File: src/timer_defs.vh
// Functional notes
// Count advances every prescale_limit plus one cycles
// Prescale terminal value increments count, clears prescaler
// Prescale counter is 16 bits, readable and writable
// Run control can disable or hold count reset
// Flags register reports five pending interrupt sources
// Writing flags clears the selected pending flags
// Match can reset, stop, or flag per channel
// Capture event loads capture value from count
// Capture control picks edges and capture flag
// Match drives output low, high, toggle, or nothing
// Unit zero three match pins, unit one two
// Source control picks timer or counter mode edges
// Capture input may clock the count instead
// PWM mode gives single-edge PWM per output
// Software should set period with unpinned match
// All used register bits read zero after reset
// Flag bits 3:0 match, bit 4 capture
// Write one clears flag, zero leaves it
// Count wraps from all ones to zero
// Match flags stay set until software clears
`ifndef TIMER_DEFS_VH
`define TIMER_DEFS_VH

// ==========================================
// Register offsets (byte addresses)
`define OFS_FLAGS 12'h000
`define OFS_RUN 12'h004
`define OFS_COUNT 12'h008
`define OFS_LIMIT 12'h00c
`define OFS_PCOUNT 12'h010
`define OFS_MACT 12'h014
`define OFS_MATCH0 12'h018
`define OFS_MATCH1 12'h01c
`define OFS_MATCH2 12'h020
`define OFS_MATCH3 12'h024
`define OFS_CAPC 12'h028
`define OFS_CAPV 12'h02c
`define OFS_OUTC 12'h03c
`define OFS_SRC 12'h070
`define OFS_PWM 12'h074

// ==========================================
// Widths and reset values
`define CNT_W 16
`define FLAG_W 5
`define ZERO16 16'h0000
`define ONE16 16'h0001
`define ZERO32 32'h0000_0000

// ==========================================
// Field positions
`define FLAG_CAP 4
`define RUN_EN 0
`define RUN_HOLD 1
`define MACT_INT 0
`define MACT_RST 1
`define MACT_STOP 2
`define MACT_W 3
`define CAPC_RISE 0
`define CAPC_FALL 1
`define CAPC_INT 2

// ==========================================
// Mode encodings
`define SRC_TIMER 2'h0
`define SRC_RISE 2'h1
`define SRC_FALL 2'h2
`define SRC_BOTH 2'h3
`define OUT_NONE 2'h0
`define OUT_LOW 2'h1
`define OUT_HIGH 2'h2
`define OUT_TOGGLE 2'h3

`endif
File: src/counter_timer.v
// Implementation choice: the APB register port.
`timescale 1ns/10ps
`default_nettype none
`include "timer_defs.vh"

// ==========================================
// Sixteen-bit counter/timer with APB slave
module counter_timer #(
   parameter MATCH_PINS = 3,
   parameter ADDR_W = 12
) (
   // Clock and reset
   input wire SYS_CLK,
   input wire RST_N,
   // APB slave
   input wire PSEL,
   input wire PENABLE,
   input wire PWRITE,
   input wire [ADDR_W-1:0] PADDR,
   input wire [31:0] PWDATA,
   output reg [31:0] PRDATA,
   output reg PREADY,
   output reg PSLVERR,
   // Capture pin
   input wire CAPTURE_INPUT,
   // Match pins
   output reg [MATCH_PINS-1:0] MATCH_OUTPUTS
);

   // ==========================================
   // State
   reg [`FLAG_W-1:0] flags_r;
   reg [1:0] run_r;
   reg [`CNT_W-1:0] count_r;
   reg [`CNT_W-1:0] limit_r;
   reg [`CNT_W-1:0] pcount_r;
   reg [4*`MACT_W-1:0] mact_r;
   reg [`CNT_W-1:0] match_r [0:3];
   reg [2:0] capc_r;
   reg [`CNT_W-1:0] capv_r;
   reg [3:0] em_r;
   reg [7:0] emc_r;
   reg [3:0] src_r;
   reg [3:0] pwm_r;
   reg cap_s1_r;
   reg cap_s2_r;
   reg cap_s3_r;

   // ==========================================
   // Next values
   reg [`FLAG_W-1:0] flags_nxt;
   reg [1:0] run_nxt;
   reg [`CNT_W-1:0] count_nxt;
   reg [`CNT_W-1:0] pcount_nxt;
   reg [3:0] em_nxt;
   reg [3:0] hit;
   reg [`FLAG_W-1:0] flag_set;
   reg [`FLAG_W-1:0] flag_clr;
   reg [31:0] rdata_nxt;
   reg err_nxt;
   reg cnt_edge;
   reg any_rst;
   reg any_stop;
   integer i;
   integer j;

   // ==========================================
   // Bus strobes
   wire access = PSEL & PENABLE & PREADY;
   wire wr = access & PWRITE;
   wire [11:0] ofs = PADDR[11:0];

   // First access cycle, answered one edge later
   wire first_acc = PSEL & PENABLE & ~PREADY;

   // Write strobes of the registers that counting also changes
   wire wr_flags = wr & (ofs == `OFS_FLAGS);
   wire wr_run = wr & (ofs == `OFS_RUN);
   wire wr_count = wr & (ofs == `OFS_COUNT);
   wire wr_pcount = wr & (ofs == `OFS_PCOUNT);
   wire wr_outc = wr & (ofs == `OFS_OUTC);

   // Capture pin edges, read from second and third flops
   wire rise = cap_s2_r & ~cap_s3_r;
   wire fall = ~cap_s2_r & cap_s3_r;

   // Capture event qualified by enabled edges
   wire cap_evt = (capc_r[`CAPC_RISE] & rise) | (capc_r[`CAPC_FALL] & fall);

   // Counting allowed: enabled and not held in reset
   wire running = run_r[`RUN_EN] & ~run_r[`RUN_HOLD];
   wire adv = running & cnt_edge;
   wire tick = adv & (pcount_r == limit_r);

   // ==========================================
   // Count source selection
   always @* begin
      case (src_r[1:0])
         `SRC_TIMER: cnt_edge = 1'b1;
         `SRC_RISE: cnt_edge = rise;
         `SRC_FALL: cnt_edge = fall;
         default: cnt_edge = rise | fall;
      endcase
   end

   // ==========================================
   // Match detection and actions
   always @* begin
      hit = 4'h0;
      any_rst = 1'b0;
      any_stop = 1'b0;
      flag_set = 5'h00;
      for (i = 0; i < 4; i = i + 1) begin
         hit[i] = tick & (count_r == match_r[i]);
         if (hit[i] & mact_r[`MACT_W*i+`MACT_RST]) begin
            any_rst = 1'b1;
         end
         if (hit[i] & mact_r[`MACT_W*i+`MACT_STOP]) begin
            any_stop = 1'b1;
         end
         if (hit[i] & mact_r[`MACT_W*i+`MACT_INT]) begin
            flag_set[i] = 1'b1;
         end
      end
      if (cap_evt & capc_r[`CAPC_INT]) begin
         flag_set[`FLAG_CAP] = 1'b1;
      end
   end

   // ==========================================
   // Flag clear; a set in the same cycle wins
   always @* begin
      flag_clr = 5'h00;
      if (wr_flags) begin
         flag_clr = PWDATA[`FLAG_W-1:0];
      end
      flags_nxt = (flags_r & ~flag_clr) | flag_set;
   end

   // ==========================================
   // Prescaler and main count
   always @* begin
      count_nxt = count_r;
      pcount_nxt = pcount_r;
      if (run_r[`RUN_HOLD]) begin
         count_nxt = `ZERO16;
         pcount_nxt = `ZERO16;
      end else if (tick) begin
         pcount_nxt = `ZERO16;
         if (any_rst) begin
            count_nxt = `ZERO16;
         end else if (any_stop) begin
            // Stop on match keeps the matched value
            count_nxt = count_r;
         end else begin
            count_nxt = count_r + `ONE16;
         end
      end else if (adv) begin
         pcount_nxt = pcount_r + `ONE16;
      end
      // Software writes take priority
      if (wr_count) begin
         count_nxt = PWDATA[`CNT_W-1:0];
      end
      if (wr_pcount) begin
         pcount_nxt = PWDATA[`CNT_W-1:0];
      end
   end

   // ==========================================
   // Run control, stop on match clears enable
   always @* begin
      run_nxt = run_r;
      if (any_stop) begin
         run_nxt[`RUN_EN] = 1'b0;
      end
      if (wr_run) begin
         run_nxt = PWDATA[1:0];
      end
   end

   // ==========================================
   // Match output levels
   always @* begin
      em_nxt = em_r;
      for (j = 0; j < 4; j = j + 1) begin
         if (pwm_r[j]) begin
            // Low before the match point, high from it on
            em_nxt[j] = (count_r >= match_r[j]);
         end else if (hit[j]) begin
            case (emc_r[2*j+:2])
               `OUT_LOW: em_nxt[j] = 1'b0;
               `OUT_HIGH: em_nxt[j] = 1'b1;
               `OUT_TOGGLE: em_nxt[j] = ~em_r[j];
               default: em_nxt[j] = em_r[j];
            endcase
         end
      end
      if (wr_outc) begin
         em_nxt = PWDATA[3:0];
      end
   end

   // ==========================================
   // Read data decode
   always @* begin
      rdata_nxt = `ZERO32;
      err_nxt = 1'b0;
      if (ofs == `OFS_FLAGS) begin
         rdata_nxt[`FLAG_W-1:0] = flags_r;
      end else if (ofs == `OFS_RUN) begin
         rdata_nxt[1:0] = run_r;
      end else if (ofs == `OFS_COUNT) begin
         rdata_nxt[`CNT_W-1:0] = count_r;
      end else if (ofs == `OFS_LIMIT) begin
         rdata_nxt[`CNT_W-1:0] = limit_r;
      end else if (ofs == `OFS_PCOUNT) begin
         rdata_nxt[`CNT_W-1:0] = pcount_r;
      end else if (ofs == `OFS_MACT) begin
         rdata_nxt[4*`MACT_W-1:0] = mact_r;
      end else if (ofs == `OFS_MATCH0) begin
         rdata_nxt[`CNT_W-1:0] = match_r[0];
      end else if (ofs == `OFS_MATCH1) begin
         rdata_nxt[`CNT_W-1:0] = match_r[1];
      end else if (ofs == `OFS_MATCH2) begin
         rdata_nxt[`CNT_W-1:0] = match_r[2];
      end else if (ofs == `OFS_MATCH3) begin
         rdata_nxt[`CNT_W-1:0] = match_r[3];
      end else if (ofs == `OFS_CAPC) begin
         rdata_nxt[2:0] = capc_r;
      end else if (ofs == `OFS_CAPV) begin
         rdata_nxt[`CNT_W-1:0] = capv_r;
      end else if (ofs == `OFS_OUTC) begin
         rdata_nxt[11:0] = {emc_r, em_r};
      end else if (ofs == `OFS_SRC) begin
         rdata_nxt[3:0] = src_r;
      end else if (ofs == `OFS_PWM) begin
         rdata_nxt[3:0] = pwm_r;
      end else begin
         err_nxt = 1'b1;
      end
   end

   // ==========================================
   // APB handshake: one wait cycle per access
   always @(posedge SYS_CLK or negedge RST_N) begin
      if (!RST_N) begin
         PREADY <= 1'b0;
         PRDATA <= `ZERO32;
         PSLVERR <= 1'b0;
      end else begin
         PREADY <= first_acc;
         if (first_acc) begin
            PSLVERR <= err_nxt;
            if (!PWRITE) begin
               PRDATA <= rdata_nxt;
            end
         end else begin
            PSLVERR <= 1'b0;
         end
      end
   end

   // ==========================================
   // Capture pin synchroniser and edge history
   always @(posedge SYS_CLK or negedge RST_N) begin
      if (!RST_N) begin
         cap_s1_r <= 1'b0;
         cap_s2_r <= 1'b0;
         cap_s3_r <= 1'b0;
      end else begin
         cap_s1_r <= CAPTURE_INPUT;
         cap_s2_r <= cap_s1_r;
         cap_s3_r <= cap_s2_r;
      end
   end

   // ==========================================
   // Counting state and flags
   always @(posedge SYS_CLK or negedge RST_N) begin
      if (!RST_N) begin
         flags_r <= 5'h00;
         run_r <= 2'h0;
         count_r <= `ZERO16;
         pcount_r <= `ZERO16;
         em_r <= 4'h0;
      end else begin
         flags_r <= flags_nxt;
         run_r <= run_nxt;
         count_r <= count_nxt;
         pcount_r <= pcount_nxt;
         em_r <= em_nxt;
      end
   end

   // ==========================================
   // Capture register, loads even while stopped
   always @(posedge SYS_CLK or negedge RST_N) begin
      if (!RST_N) begin
         capv_r <= `ZERO16;
      end else if (cap_evt) begin
         capv_r <= count_r;
      end
   end

   // ==========================================
   // Software configuration registers
   always @(posedge SYS_CLK or negedge RST_N) begin
      if (!RST_N) begin
         limit_r <= `ZERO16;
         mact_r <= 12'h000;
         match_r[0] <= `ZERO16;
         match_r[1] <= `ZERO16;
         match_r[2] <= `ZERO16;
         match_r[3] <= `ZERO16;
         capc_r <= 3'h0;
         emc_r <= 8'h00;
         src_r <= 4'h0;
         pwm_r <= 4'h0;
      end else if (wr) begin
         if (ofs == `OFS_LIMIT) begin
            limit_r <= PWDATA[`CNT_W-1:0];
         end else if (ofs == `OFS_MACT) begin
            mact_r <= PWDATA[4*`MACT_W-1:0];
         end else if (ofs == `OFS_MATCH0) begin
            match_r[0] <= PWDATA[`CNT_W-1:0];
         end else if (ofs == `OFS_MATCH1) begin
            match_r[1] <= PWDATA[`CNT_W-1:0];
         end else if (ofs == `OFS_MATCH2) begin
            match_r[2] <= PWDATA[`CNT_W-1:0];
         end else if (ofs == `OFS_MATCH3) begin
            match_r[3] <= PWDATA[`CNT_W-1:0];
         end else if (ofs == `OFS_CAPC) begin
            capc_r <= PWDATA[2:0];
         end else if (ofs == `OFS_OUTC) begin
            emc_r <= PWDATA[11:4];
         end else if (ofs == `OFS_SRC) begin
            src_r <= PWDATA[3:0];
         end else if (ofs == `OFS_PWM) begin
            pwm_r <= PWDATA[3:0];
         end
      end
   end

   // ==========================================
   // Match pins, only the pinned channels leave
   always @(posedge SYS_CLK or negedge RST_N) begin
      if (!RST_N) begin
         MATCH_OUTPUTS <= {MATCH_PINS{1'b0}};
      end else begin
         MATCH_OUTPUTS <= em_nxt[MATCH_PINS-1:0];
      end
   end

endmodule // counter_timer
`default_nettype wire

File: config.mk
export PLATFORM = sky130hd
export DESIGN_NAME = counter_timer
export DESIGN_NICKNAME = d
export VERILOG_FILES = /design/src/counter_timer.v
export VERILOG_INCLUDE_DIRS = /design/src
export SDC_FILE = /design/constraint.sdc
export NUM_CORES = 1
export LEC_CHECK = 0
export BUFFER_PORTS_ARGS = -buffer_cell sky130_fd_sc_hd__buf_2
export CORE_ASPECT_RATIO = 1.75
export CORE_MARGIN = 3
export CORE_UTILIZATION = 55
export CTS_CLUSTER_SIZE = 10
export DETAILED_ROUTE_END_ITERATION = 7
export PLACE_DENSITY = 0.88
export SLEW_MARGIN = 20
export SYNTH_ARGS = -nofsm -noshare
export SYNTH_HDL_FRONTEND = slang
export SYNTH_SLANG_ARGS = --single-unit
export TNS_END_PERCENT = 30
File: constraint.sdc
create_clock -name SYS_CLK -period 2.8 [get_ports SYS_CLK]
set_clock_uncertainty 0.2 [all_clocks]
set_input_delay 0.28 -clock SYS_CLK [delete_from_list [all_inputs] [get_ports SYS_CLK]]
set_output_delay 0.28 -clock SYS_CLK [all_outputs]
set_load 0.05 [all_outputs]
==> flow_metrics.env, run 1 <==
export IMPL_routed_wl_mm=49.63
export IMPL_core_area_mm2=0.02159
export IMPL_layout_common_cells="227 x buf_4, 185 x dfrtp_1, 124 x nand2_1"
export IMPL_vias=12330
export IMPL_critPathRequiredTime_ns=2.94
export IMPL_worst_path_max_fanout=7
export IMPL_p_leak_uw=0.007527
export IMPL_violations="setup timing"
export IMPL_areaGrowthSynthToFinish_pct=29.89
export IMPL_place_hpwl_mm=36.43
export IMPL_grt_max_degree=59
export IMPL_critical_path_arrival_ns=3.18
export IMPL_cts_root_buf="clkbuf_16"
export IMPL_setup_viol=16
export IMPL_pin_count=87
export IMPL_start_util=0.5601
export IMPL_final_common_cell="buf_4"
export IMPL_drc=0
export IMPL_fp_row_count=71
export IMPL_netlist_area_mm2=0.01209
export IMPL_hold_viol=0
export IMPL_min_period_ns=3.048
export IMPL_fmax_mhz=328.1
export IMPL_globalRouteMet1Util=0.4295
export IMPL_die_w_um=118.1
export IMPL_synth_edf_count=0
export IMPL_synth_top_family_by_area="compound AO/OA/AOI/OAI gates"
export IMPL_tightest_slew_ns=0.7866
export IMPL_power_density_mw_per_mm2=377.8
export IMPL_ir_drop_mv=0.4056
export IMPL_clock_path_buffers=2
export IMPL_hp_class="in -> reg"
export IMPL_grt_util_met3=0.1103
export IMPL_slew_violations=0
export IMPL_worst_path_max_delay_cell="dfrtp_2"
export IMPL_ctsHtreeMaxLevel=4
export IMPL_syn_instance_count=1262
export IMPL_final_layout_size_suffix_gt1_frac=0.3502
export IMPL_cts_buffers=17
export IMPL_async_reset_ff_frac=1.000
export IMPL_grt_overflow=0
export IMPL_clkLatencyLatePin_ns=0.46
export IMPL_synth_mux_area_frac=0.1191
export IMPL_cts_tree="yes"
export IMPL_synth_ff_type="dfrtp_1"
export IMPL_synth_compound_area_frac=0.1813
export IMPL_port_buffers=54
export IMPL_cp_common_cell="buf_6"
export IMPL_r2r_slack_ns=-0.25
export IMPL_top_usage_layer="met2"
export IMPL_grtUsageMet2=0.6761
export IMPL_worstSetupEndpointType="flop"
export IMPL_setup_ws_ns=-0.2478
export IMPL_post_route_util=0.7275
export IMPL_setup_tns_ns=-1.471
export IMPL_grt_pass1_wl_mm=74.04
export IMPL_cts_reportedPaths_clkPinSlew_ns=0.07
export IMPL_synth_xor_area_frac=0.01159
export IMPL_wl_per_cell_um=26.81
export IMPL_yosys_area_share_simple=0.1538
export IMPL_first_global_vias=12620
export IMPL_critPathLaunchType="flop"
export IMPL_status="finished with violations"
export IMPL_timing_final_crit_share=1.088
export IMPL_seq_area_frac_synth=0.3953
export IMPL_cap_violations=0
export IMPL_grt_antenna_before_repair=2
export IMPL_max_stage_delay_ns=0.46
export IMPL_drtAntennaViolNets=0
export IMPL_die_area_mm2=0.02387
export IMPL_max_slew_margin_rel=0.4739
export IMPL_clock_sinks=191
export IMPL_holdWs_ns=0.01921
export IMPL_nets=1672
export IMPL_drt_first_pass_iters=6
export IMPL_crit_chain="buf_6 > ha_1 > nand4_1 > nor4_4 > buf_4 > buf_6 > nand2_2 > and3_4 > a31oi_4 > buf_6 > a21oi_4 > a31oi_4"
export IMPL_place_congestion=1.116
export IMPL_rsz0062_at_grt="true"
export IMPL_synth_area_per_cell_um2=9.580
export IMPL_die_height_um=202.1
export IMPL_synth_seq_cells=191
export IMPL_synth_adder_area_share=0.07865
export IMPL_critPathKind="reg -> reg"
export IMPL_first_iter_violations=1490
export IMPL_antenna_cells=0
export IMPL_track_usage=0.4149
export IMPL_viasPerCell=6.661
export IMPL_yosysUniqueCellTypes=78
export IMPL_yosys_warnings=0
==> critical path, delay by kind of cell (launching register included) <==
family          cells  cell delay [ns]
flops               1             0.46
buf+inv             4             0.62
compound gates      3             0.55
simple gates        4             0.78
fa+ha+maj           1             0.29
==> cell usage after synthesis (5+ instances only) <==
cell      count  area share
a211oi_1      5      0.0031
a21o_1        9      0.0056
a21oi_1      85       0.035
a221oi_1     28       0.020
a222oi_1      9      0.0075
a22o_1        5      0.0036
a22oi_1      16      0.0099
a31oi_1      15      0.0078
and3_1        9      0.0047
and4_1        6      0.0043
buf_2        15      0.0062
buf_4        22       0.014
clkbuf_1     36       0.011
dfrtp_1     191        0.40
ha_1         76       0.079
inv_1        84       0.026
mux2_2      102       0.095
mux2_4       10       0.012
mux2i_1      13       0.011
nand2_1     126       0.039
nand2b_1      8      0.0041
nand3_1      27       0.011
nand4_1      26       0.013
nor2_1       46       0.014
nor2b_1      14      0.0072
nor3_1       21      0.0087
nor3b_1       5      0.0031
nor4_1       17      0.0088
nor4_2        6      0.0062
o211ai_1      5      0.0031
o21a_1        6      0.0037
o21ai_0      94       0.039
o21ai_1      11      0.0046
o221ai_1      6      0.0043
o22a_1        8      0.0058
o22ai_1       6      0.0031
o31ai_1       6      0.0037
or3_1         5      0.0026
xor2_1       16       0.012
==> cell type report <==
cell class	instances	area (µm²)
Sequential cell	191	4787
Inverter	84	315.3
Fill cell	1513	5883
Multi-Input combinational cell	924	7037
Clock inverter	14	177.7
Timing Repair Buffer	328	2592
Clock buffer	18	429.2
Tap cell	292	365.4
==> through the flow <==
step / instance area (µm²) / worst slack [ns] / power (µW) / std cells
final: 15700 / -0.2478 / 5933 / 1851
after CTS: 15520 / -0.08644 / 5930 / 1843
after floorplan: 12160 / 0.01613 / 3173 / 1277
after global routing: 15700 / -0.2716 / 6080 / 1851
after global placement: 14360 / -0.4843 / 3370 / 1788
after detailed placement: 14360 / -0.5106 / 3379 / 1788
==> report_power, final <==
group,total (µW),internal [µW],switching (µW),leakage [µW]
Clock,2590,1420,1160,0.000302
Combinational,527,125,402,0.00472
Sequential,2820,2790,24.8,0.00251
==> timing repair <==
item                                   in CTS  in global routing
setup buffers                              14                 10
endpoints found under the hold margin      68                  0
pin swaps                                  28                 24
resized for setup                          57                 24
setup endpoints to repair                  27                 24
hold buffers                                9                  0
==> cells by family (layout without fill, tap and decap cells) <==
family	count (synthesis)	in the layout
AO/OA/AOI/OAI	340	340
XOR/XNOR	16	16
adder cells (fa/ha/maj)	76	76
buffers and inverters	162	444
flip-flops	191	191
multiplexers	126	126
other	1	16
AND/OR/NAND/NOR	350	350
==> worst paths after layout <==
path / startpoint / depth (start not counted) / endpoint
min in group asynchronous: RST_N / 2 / cap_s3_r
worst min-delay path: PWDATA[11] / 3 / match_r[43]
worst max register to register: count_r[9] / 12 / count_r[3]
worst max-delay path: count_r[9] / 12 / count_r[3]
worst min register to register: cap_s1_r / 0 / cap_s2_r
max in group asynchronous: RST_N / 3 / count_r[13]
==> registers in the layout (all words and copies together) (netlist names), 2 cells and up <==
| name | count |
|---|---|
| MATCH_OUTPUTS | 3 |
| PRDATA | 16 |
| capc_r | 3 |
| capv_r | 16 |
| count_r | 16 |
| emc_r | 8 |
| flags_r | 5 |
| limit_r | 16 |
| mact_r | 12 |
| match_r | 64 |
| pcount_r | 16 |
| pwm_r | 4 |
| run_r | 2 |
| src_r | 4 |
==> per-layer routing <==
layer  up-vias  share of wire
met5         -        0.00036
met4         2           0.12
met3       396          0.091
met2       904           0.47
met1      5838           0.32
li1       5189              -
(Power assumes the default switching activity.)
==> run 2: changes to the inputs <==
Settings changed: HOLD_SLACK_MARGIN set to 0.02, PLACE_DENSITY 0.88 to 0.85.
Clock period 2.8 ns to 3.6 ns, I/O delays scaled along.
==> run 2 against run 1 <==
The run now ends clean. Power fell by 22%. Critical path depth did not move. Core utilization fell by 9.1 points. Hold slack improved by 0.029 ns. Sequential power fell by 22%. Flip-flop and latch count did not move. Largest power group unchanged. Non-clock buffer count fell by 187. Global-route usage fell by 4.1 points. Critical endpoint is now count_r[9]. Routed wire length fell by 11%. Highest routed layer is now met4. First-iteration DRC count fell by 20%.
==> flow_metrics.env, run 2 (synthesized netlist as in run 1, its figures left out) <==
export IMPL_start_util=0.5601
export IMPL_core_area_mm2=0.02159
export IMPL_critPathKind="reg -> reg"
export IMPL_place_congestion=1.022
export IMPL_p_total_uw=4598
export IMPL_crit_chain="ha_1 > nand4_1 > buf_4 > nor4_2 > buf_4 > buf_4 > a22oi_1 > nand3_1 > a21oi_2 > buf_4 > a22oi_1 > o21ai_0"
export IMPL_die_w_um=118.1
export IMPL_path_buf_inv=4
export IMPL_hold_path_endpoint="match_r[47]"
export IMPL_place_hpwl_mm=33.55
export IMPL_antenna_cells=0
export IMPL_drt_first_pass_iters=6
export IMPL_holdCritStartpoint="PWDATA[15]"
export IMPL_critPathRequiredTime_ns=3.74
export IMPL_die_area_mm2=0.02387
export IMPL_clkLatencyLatePin_ns=0.46
export IMPL_grt_pass1_wl_mm=66.94
export IMPL_holdWs_ns=0.04806
export IMPL_p_leak_uw=0.006481
export IMPL_cap_violations=0
export IMPL_drtAntennaViolNets=0
export IMPL_drc=0
export IMPL_critPathLaunchType="flop"
export IMPL_clock_path_buffers=2
export IMPL_status="finished clean"
export IMPL_first_global_vias=11000
export IMPL_cts_tree="yes"
export IMPL_hold_depth=3
export IMPL_critical_path_arrival_ns=3.37
export IMPL_grt_antenna_before_repair=0
export IMPL_pin_count=87
export IMPL_port_buffers=54
export IMPL_max_stage_delay_ns=0.48
export IMPL_cts_reportedPaths_clkPinSlew_ns=0.07
export IMPL_timing_final_crit_share=0.8995
export IMPL_viasPerCell=6.711
export IMPL_die_height_um=202.1
export IMPL_worstSetupEndpointType="flop"
export IMPL_slew_violations=0
export IMPL_fp_row_count=71
export IMPL_setup_tns_ns=0
export IMPL_min_period_ns=3.238
export IMPL_ctsHtreeMaxLevel=4
export IMPL_top_register="match_r"
export IMPL_r2r_slack_ns=0.36
export IMPL_setup_ws_ns=0.3617
export IMPL_cp_top_family="compound AO/OA/AOI/OAI gates"
export IMPL_tightest_slew_ns=0.9799
export IMPL_reg2reg_to="count_r[9]"
export IMPL_hp_class="in -> reg"
export IMPL_cts_buffers=17
export IMPL_final_layout_size_suffix_gt1_frac=0.2347
export IMPL_reg2reg_from="count_r[15]"
export IMPL_stdcell_area_mm2=0.01374
export IMPL_largest_register_ffs=64
export IMPL_final_common_cell="dfrtp_1"
export IMPL_fmax_mhz=308.8
export IMPL_grt_overflow=0
export IMPL_cts_root_buf="clkbuf_16"
export IMPL_nets=1485
export IMPL_clock_sinks=191
export IMPL_worst_path_max_fanout=8
export IMPL_hold_viol=0
export IMPL_max_slew_margin_rel=0.3467
export IMPL_power_density_mw_per_mm2=334.6
export IMPL_ir_drop_mv=0.3435
export IMPL_track_usage=0.3738
export IMPL_post_place_ws_ns=0.1766
export IMPL_postCtsSetupRepairBufs=0
export IMPL_areaGrowthSynthToFinish_pct=13.67
export IMPL_wl_per_cell_um=26.68
export IMPL_layout_common_cells="191 x dfrtp_1, 126 x nand2_1, 102 x mux2_2"
export IMPL_routed_wl_mm=44.39
export IMPL_grt_max_degree=100
export IMPL_placed_cell_area_mm2=0.01308
export IMPL_first_iter_violations=1193
export IMPL_worst_path_max_delay_cell="dfrtp_1"
export IMPL_setup_viol=0
export IMPL_vias=11170
export IMPL_rsz0062_at_grt="false"
export IMPL_rr_worst_depth=12
export IMPL_cp_common_cell="buf_4"
## run 2: metal layers
metal  vias to the layer above  track usage  share of wire
met4                         0       0.3191           0.10
li1                       4822            -              -
met1                      5401       0.4043           0.33
met2                       718       0.6251           0.49
met3                       226      0.07027          0.080
met5                         -            0              0
## run 2: through the flow
stage / cells / utilization
2_1_floorplan: 1277 / -
3_3_place_gp: 1630 / 0.6060
3_5_place_dp: 1630 / 0.6060
4_1_cts: 1664 / 0.6358
5_1_grt: 1664 / 0.6366
6_report: 1664 / 0.6366
## run 2: repair_timing
action,CTS,global route
hold endpoints to repair,97,0
setup endpoints to repair,0,2
resized for setup,0,1
hold buffers,2,0
## run 2: where the power goes
part           internal [µW]  switching [µW]  total, µW  leakage (µW)
Sequential              2170            19.8       2190       0.00252
Combinational           81.1             300        381       0.00366
Clock                   1160             867       2020      0.000301
## run 2: worst reg2reg max path: stages, from the launching register on
cell and delay [ns]:
dfrtp_1 0.48, ha_1 0.37, nand4_1 0.12, buf_4 0.18, nor4_2 0.06, buf_4 0.15, buf_4 0.17, a22oi_1 0.23
nand3_1 0.15, a21oi_2 0.42, buf_4 0.24, a22oi_1 0.07, o21ai_0 0.29
## run 2: layout make-up
class                           count  area, µm²
Clock inverter                     11      153.9
Tap cell                          292      365.4
Multi-Input combinational cell    924       6684
Fill cell                        1773       7844
Inverter                           84      315.3
Sequential cell                   191       4780
Timing Repair Buffer              141      974.7
Clock buffer                       21      470.5
## run 2: worst max-delay path by stage
stage / start / end / slack [ns] / depth (start not counted)
2_1_floorplan: count_r[12] / count_r[6] / 0.79 / 8
3_3_place_gp: count_r[13] / count_r[9] / 0.21 / 12
3_5_place_dp: count_r[13] / count_r[9] / 0.18 / 11
4_1_cts: count_r[15] / count_r[9] / 0.13 / 12
5_1_grt: count_r[15] / count_r[9] / 0.24 / 12
6_report: count_r[15] / count_r[9] / 0.36 / 12
==> run 3: changes to the inputs <==
Settings changed: CORE_MARGIN 3 to 4, REMOVE_ABC_BUFFERS set to 1.
==> run 3 against run 2 <==
The flow now finishes with violations (DRC). Final area fell by 0.32%. Fmax fell by 5.3%. Flip-flop and latch count did not move. Critical path depth fell by 1. Non-clock buffer count fell by 4. Hold slack improved by 0.0013 ns. Largest cell class unchanged. Highest routed layer is now met5.
==> flow_metrics.env, run 3 (synthesized netlist as in run 1, its figures left out) <==
export IMPL_status="finished with violations"
export IMPL_violations="DRC"
export IMPL_slew_violations=0
export IMPL_tightest_slew_ns=0.9108
export IMPL_final_common_cell="dfrtp_1"
export IMPL_cts_resized=0
export IMPL_holdCritStartpoint="PWDATA[14]"
export IMPL_die_w_um=120.1
export IMPL_top_register="match_r"
export IMPL_place_congestion=1.003
export IMPL_clock_sinks=191
export IMPL_critPathRequiredTime_ns=3.73
export IMPL_die_height_um=204.1
export IMPL_grt_antenna_before_repair=2
export IMPL_ctsHtreeMaxLevel=4
export IMPL_die_area_mm2=0.02451
export IMPL_nets=1481
export IMPL_routed_wl_mm=43.25
export IMPL_num_fill_cells=1790
export IMPL_cp_common_cell="buf_4"
export IMPL_critical_path_arrival_ns=3.55
export IMPL_path_buf_inv=3
export IMPL_cts_root_buf="clkbuf_16"
export IMPL_hp_class="in -> reg"
export IMPL_clock_path_buffers=2
export IMPL_cap_violations=0
export IMPL_critPathLaunchType="flop"
export IMPL_max_slew_margin_rel=0.3864
export IMPL_grt_max_degree=64
export IMPL_cts_tree="yes"
export IMPL_fmax_mhz=292.4
export IMPL_cp_top_family="simple AND/OR/NAND/NOR gates"
export IMPL_wl_per_cell_um=26.06
export IMPL_first_iter_violations=1120
export IMPL_grt_overflow=0
export IMPL_antenna_cells=0
export IMPL_setup_tns_ns=0
export IMPL_holdWs_ns=0.04938
export IMPL_grt_pass1_wl_mm=65.09
export IMPL_drt_first_pass_iters=8
export IMPL_worst_path_max_delay_cell="dfrtp_1"
export IMPL_vias=11000
export IMPL_worst_path_max_fanout=8
export IMPL_hold_viol=0
export IMPL_track_usage=0.3581
export IMPL_viasPerCell=6.623
export IMPL_fp_row_count=71
export IMPL_reg2reg_from="count_r[15]"
export IMPL_ir_drop_mv=0.3338
export IMPL_areaGrowthSynthToFinish_pct=13.31
export IMPL_place_hpwl_mm=32.79
export IMPL_drc=1
export IMPL_startpoint="count_r[15]"
export IMPL_pin_count=87
export IMPL_crit_chain="ha_1 > nand4_1 > nor4_2 > buf_4 > a22oi_1 > a211oi_2 > buf_4 > a31oi_2 > buf_4 > a21oi_1 > a31oi_1"
export IMPL_p_leak_uw=0.006457
export IMPL_drtAntennaViolNets=0
export IMPL_largest_register_ffs=64
export IMPL_start_util=0.5601
export IMPL_first_global_vias=11020
export IMPL_min_period_ns=3.420
export IMPL_setup_viol=0
export IMPL_cts_reportedPaths_clkPinSlew_ns=0.07
export IMPL_max_stage_delay_ns=0.50
export IMPL_layout_common_cells="191 x dfrtp_1, 126 x nand2_1, 102 x mux2_2"
export IMPL_cts_buffers=17
export IMPL_timing_final_crit_share=0.9500
export IMPL_clkLatencyLatePin_ns=0.45
export IMPL_critPathKind="reg -> reg"
export IMPL_rsz0062_at_grt="false"
export IMPL_port_buffers=54
export IMPL_final_layout_size_suffix_gt1_frac=0.2310
export IMPL_core_area_mm2=0.02159
export IMPL_power_density_mw_per_mm2=333.8
export IMPL_worstSetupEndpointType="flop"
[run 3: changes by cell type in the layout (fill, tap and decap cells not counted), sizes merged]
cell  before  now
buf      138  134
[run 3: cell type report]
type / instances / area, µm² / share of cell area
tap: 292 / 365.4 / 0.02667
multi-input combinational: 924 / 6680 / 0.4876
inverter: 84 / 315.3 / 0.02302
timing repair buffer: 137 / 944.7 / 0.06896
clock buffer: 21 / 460.4 / 0.03361
clock inverter: 11 / 153.9 / 0.01123
sequential: 191 / 4780 / 0.3489
[run 3: report_power, final]
group / switching (µW) / total, µW / internal [µW]
Combinational: 302 / 383 / 81.5
Clock: 859 / 2000 / 1140
Sequential: 18.3 / 2190 / 2170
Total: 1180 / 4570 / 3390
[run 3: worst reg2reg max path, cell delays in order (launching register included)]
cell	delay (ns)
dfrtp_1	0.50
ha_1	0.39
nand4_1	0.36
nor4_2	0.45
buf_4	0.21
a22oi_1	0.11
a211oi_2	0.35
buf_4	0.22
a31oi_2	0.11
buf_4	0.21
a21oi_1	0.14
a31oi_1	0.06
[run 3: layer usage]
metal / vias to the layer above / global-route usage / wire, µm
li1: 4809 / - / -
met1: 5391 / 0.3929 / 14860
met2: 574 / 0.6005 / 20770
met3: 219 / 0.06120 / 3144
met4: 2 / 0.2954 / 4450
met5: - / 0 / 19
[run 3: stage by stage]
step / instances / area (µm²) / utilization / worst slack [ns] / total power [µW]
after floorplan: 1199 / 11740 / - / -0.2168 / 2429
after global placement: 1626 / 13050 / 0.6046 / 0.3082 / 2608
after detailed placement: 1626 / 13050 / 0.6046 / 0.2239 / 2613
after CTS: 1660 / 13690 / 0.6340 / 0.1812 / 4587
after global routing: 1660 / 13700 / 0.6346 / 0.1073 / 4694
final: 1660 / 13700 / 0.6346 / 0.1800 / 4572
[run 3: final timing paths]
path                               endpoint  slack [ns]  cells past startpoint
worst max-delay path             count_r[4]        0.18                     11
worst min-delay path            count_r[14]        0.05                      3
worst max register to register   count_r[4]        0.18                     11
worst min register to register     cap_s2_r        0.16                      0
max in group asynchronous          src_r[0]        2.04                      3
min in group asynchronous         PRDATA[9]        0.25                      2
[run 3: repair_timing]
action,in CTS,in global routing
hold buffers,2,0
endpoints found under the hold margin,60,0
setup buffers,0,0
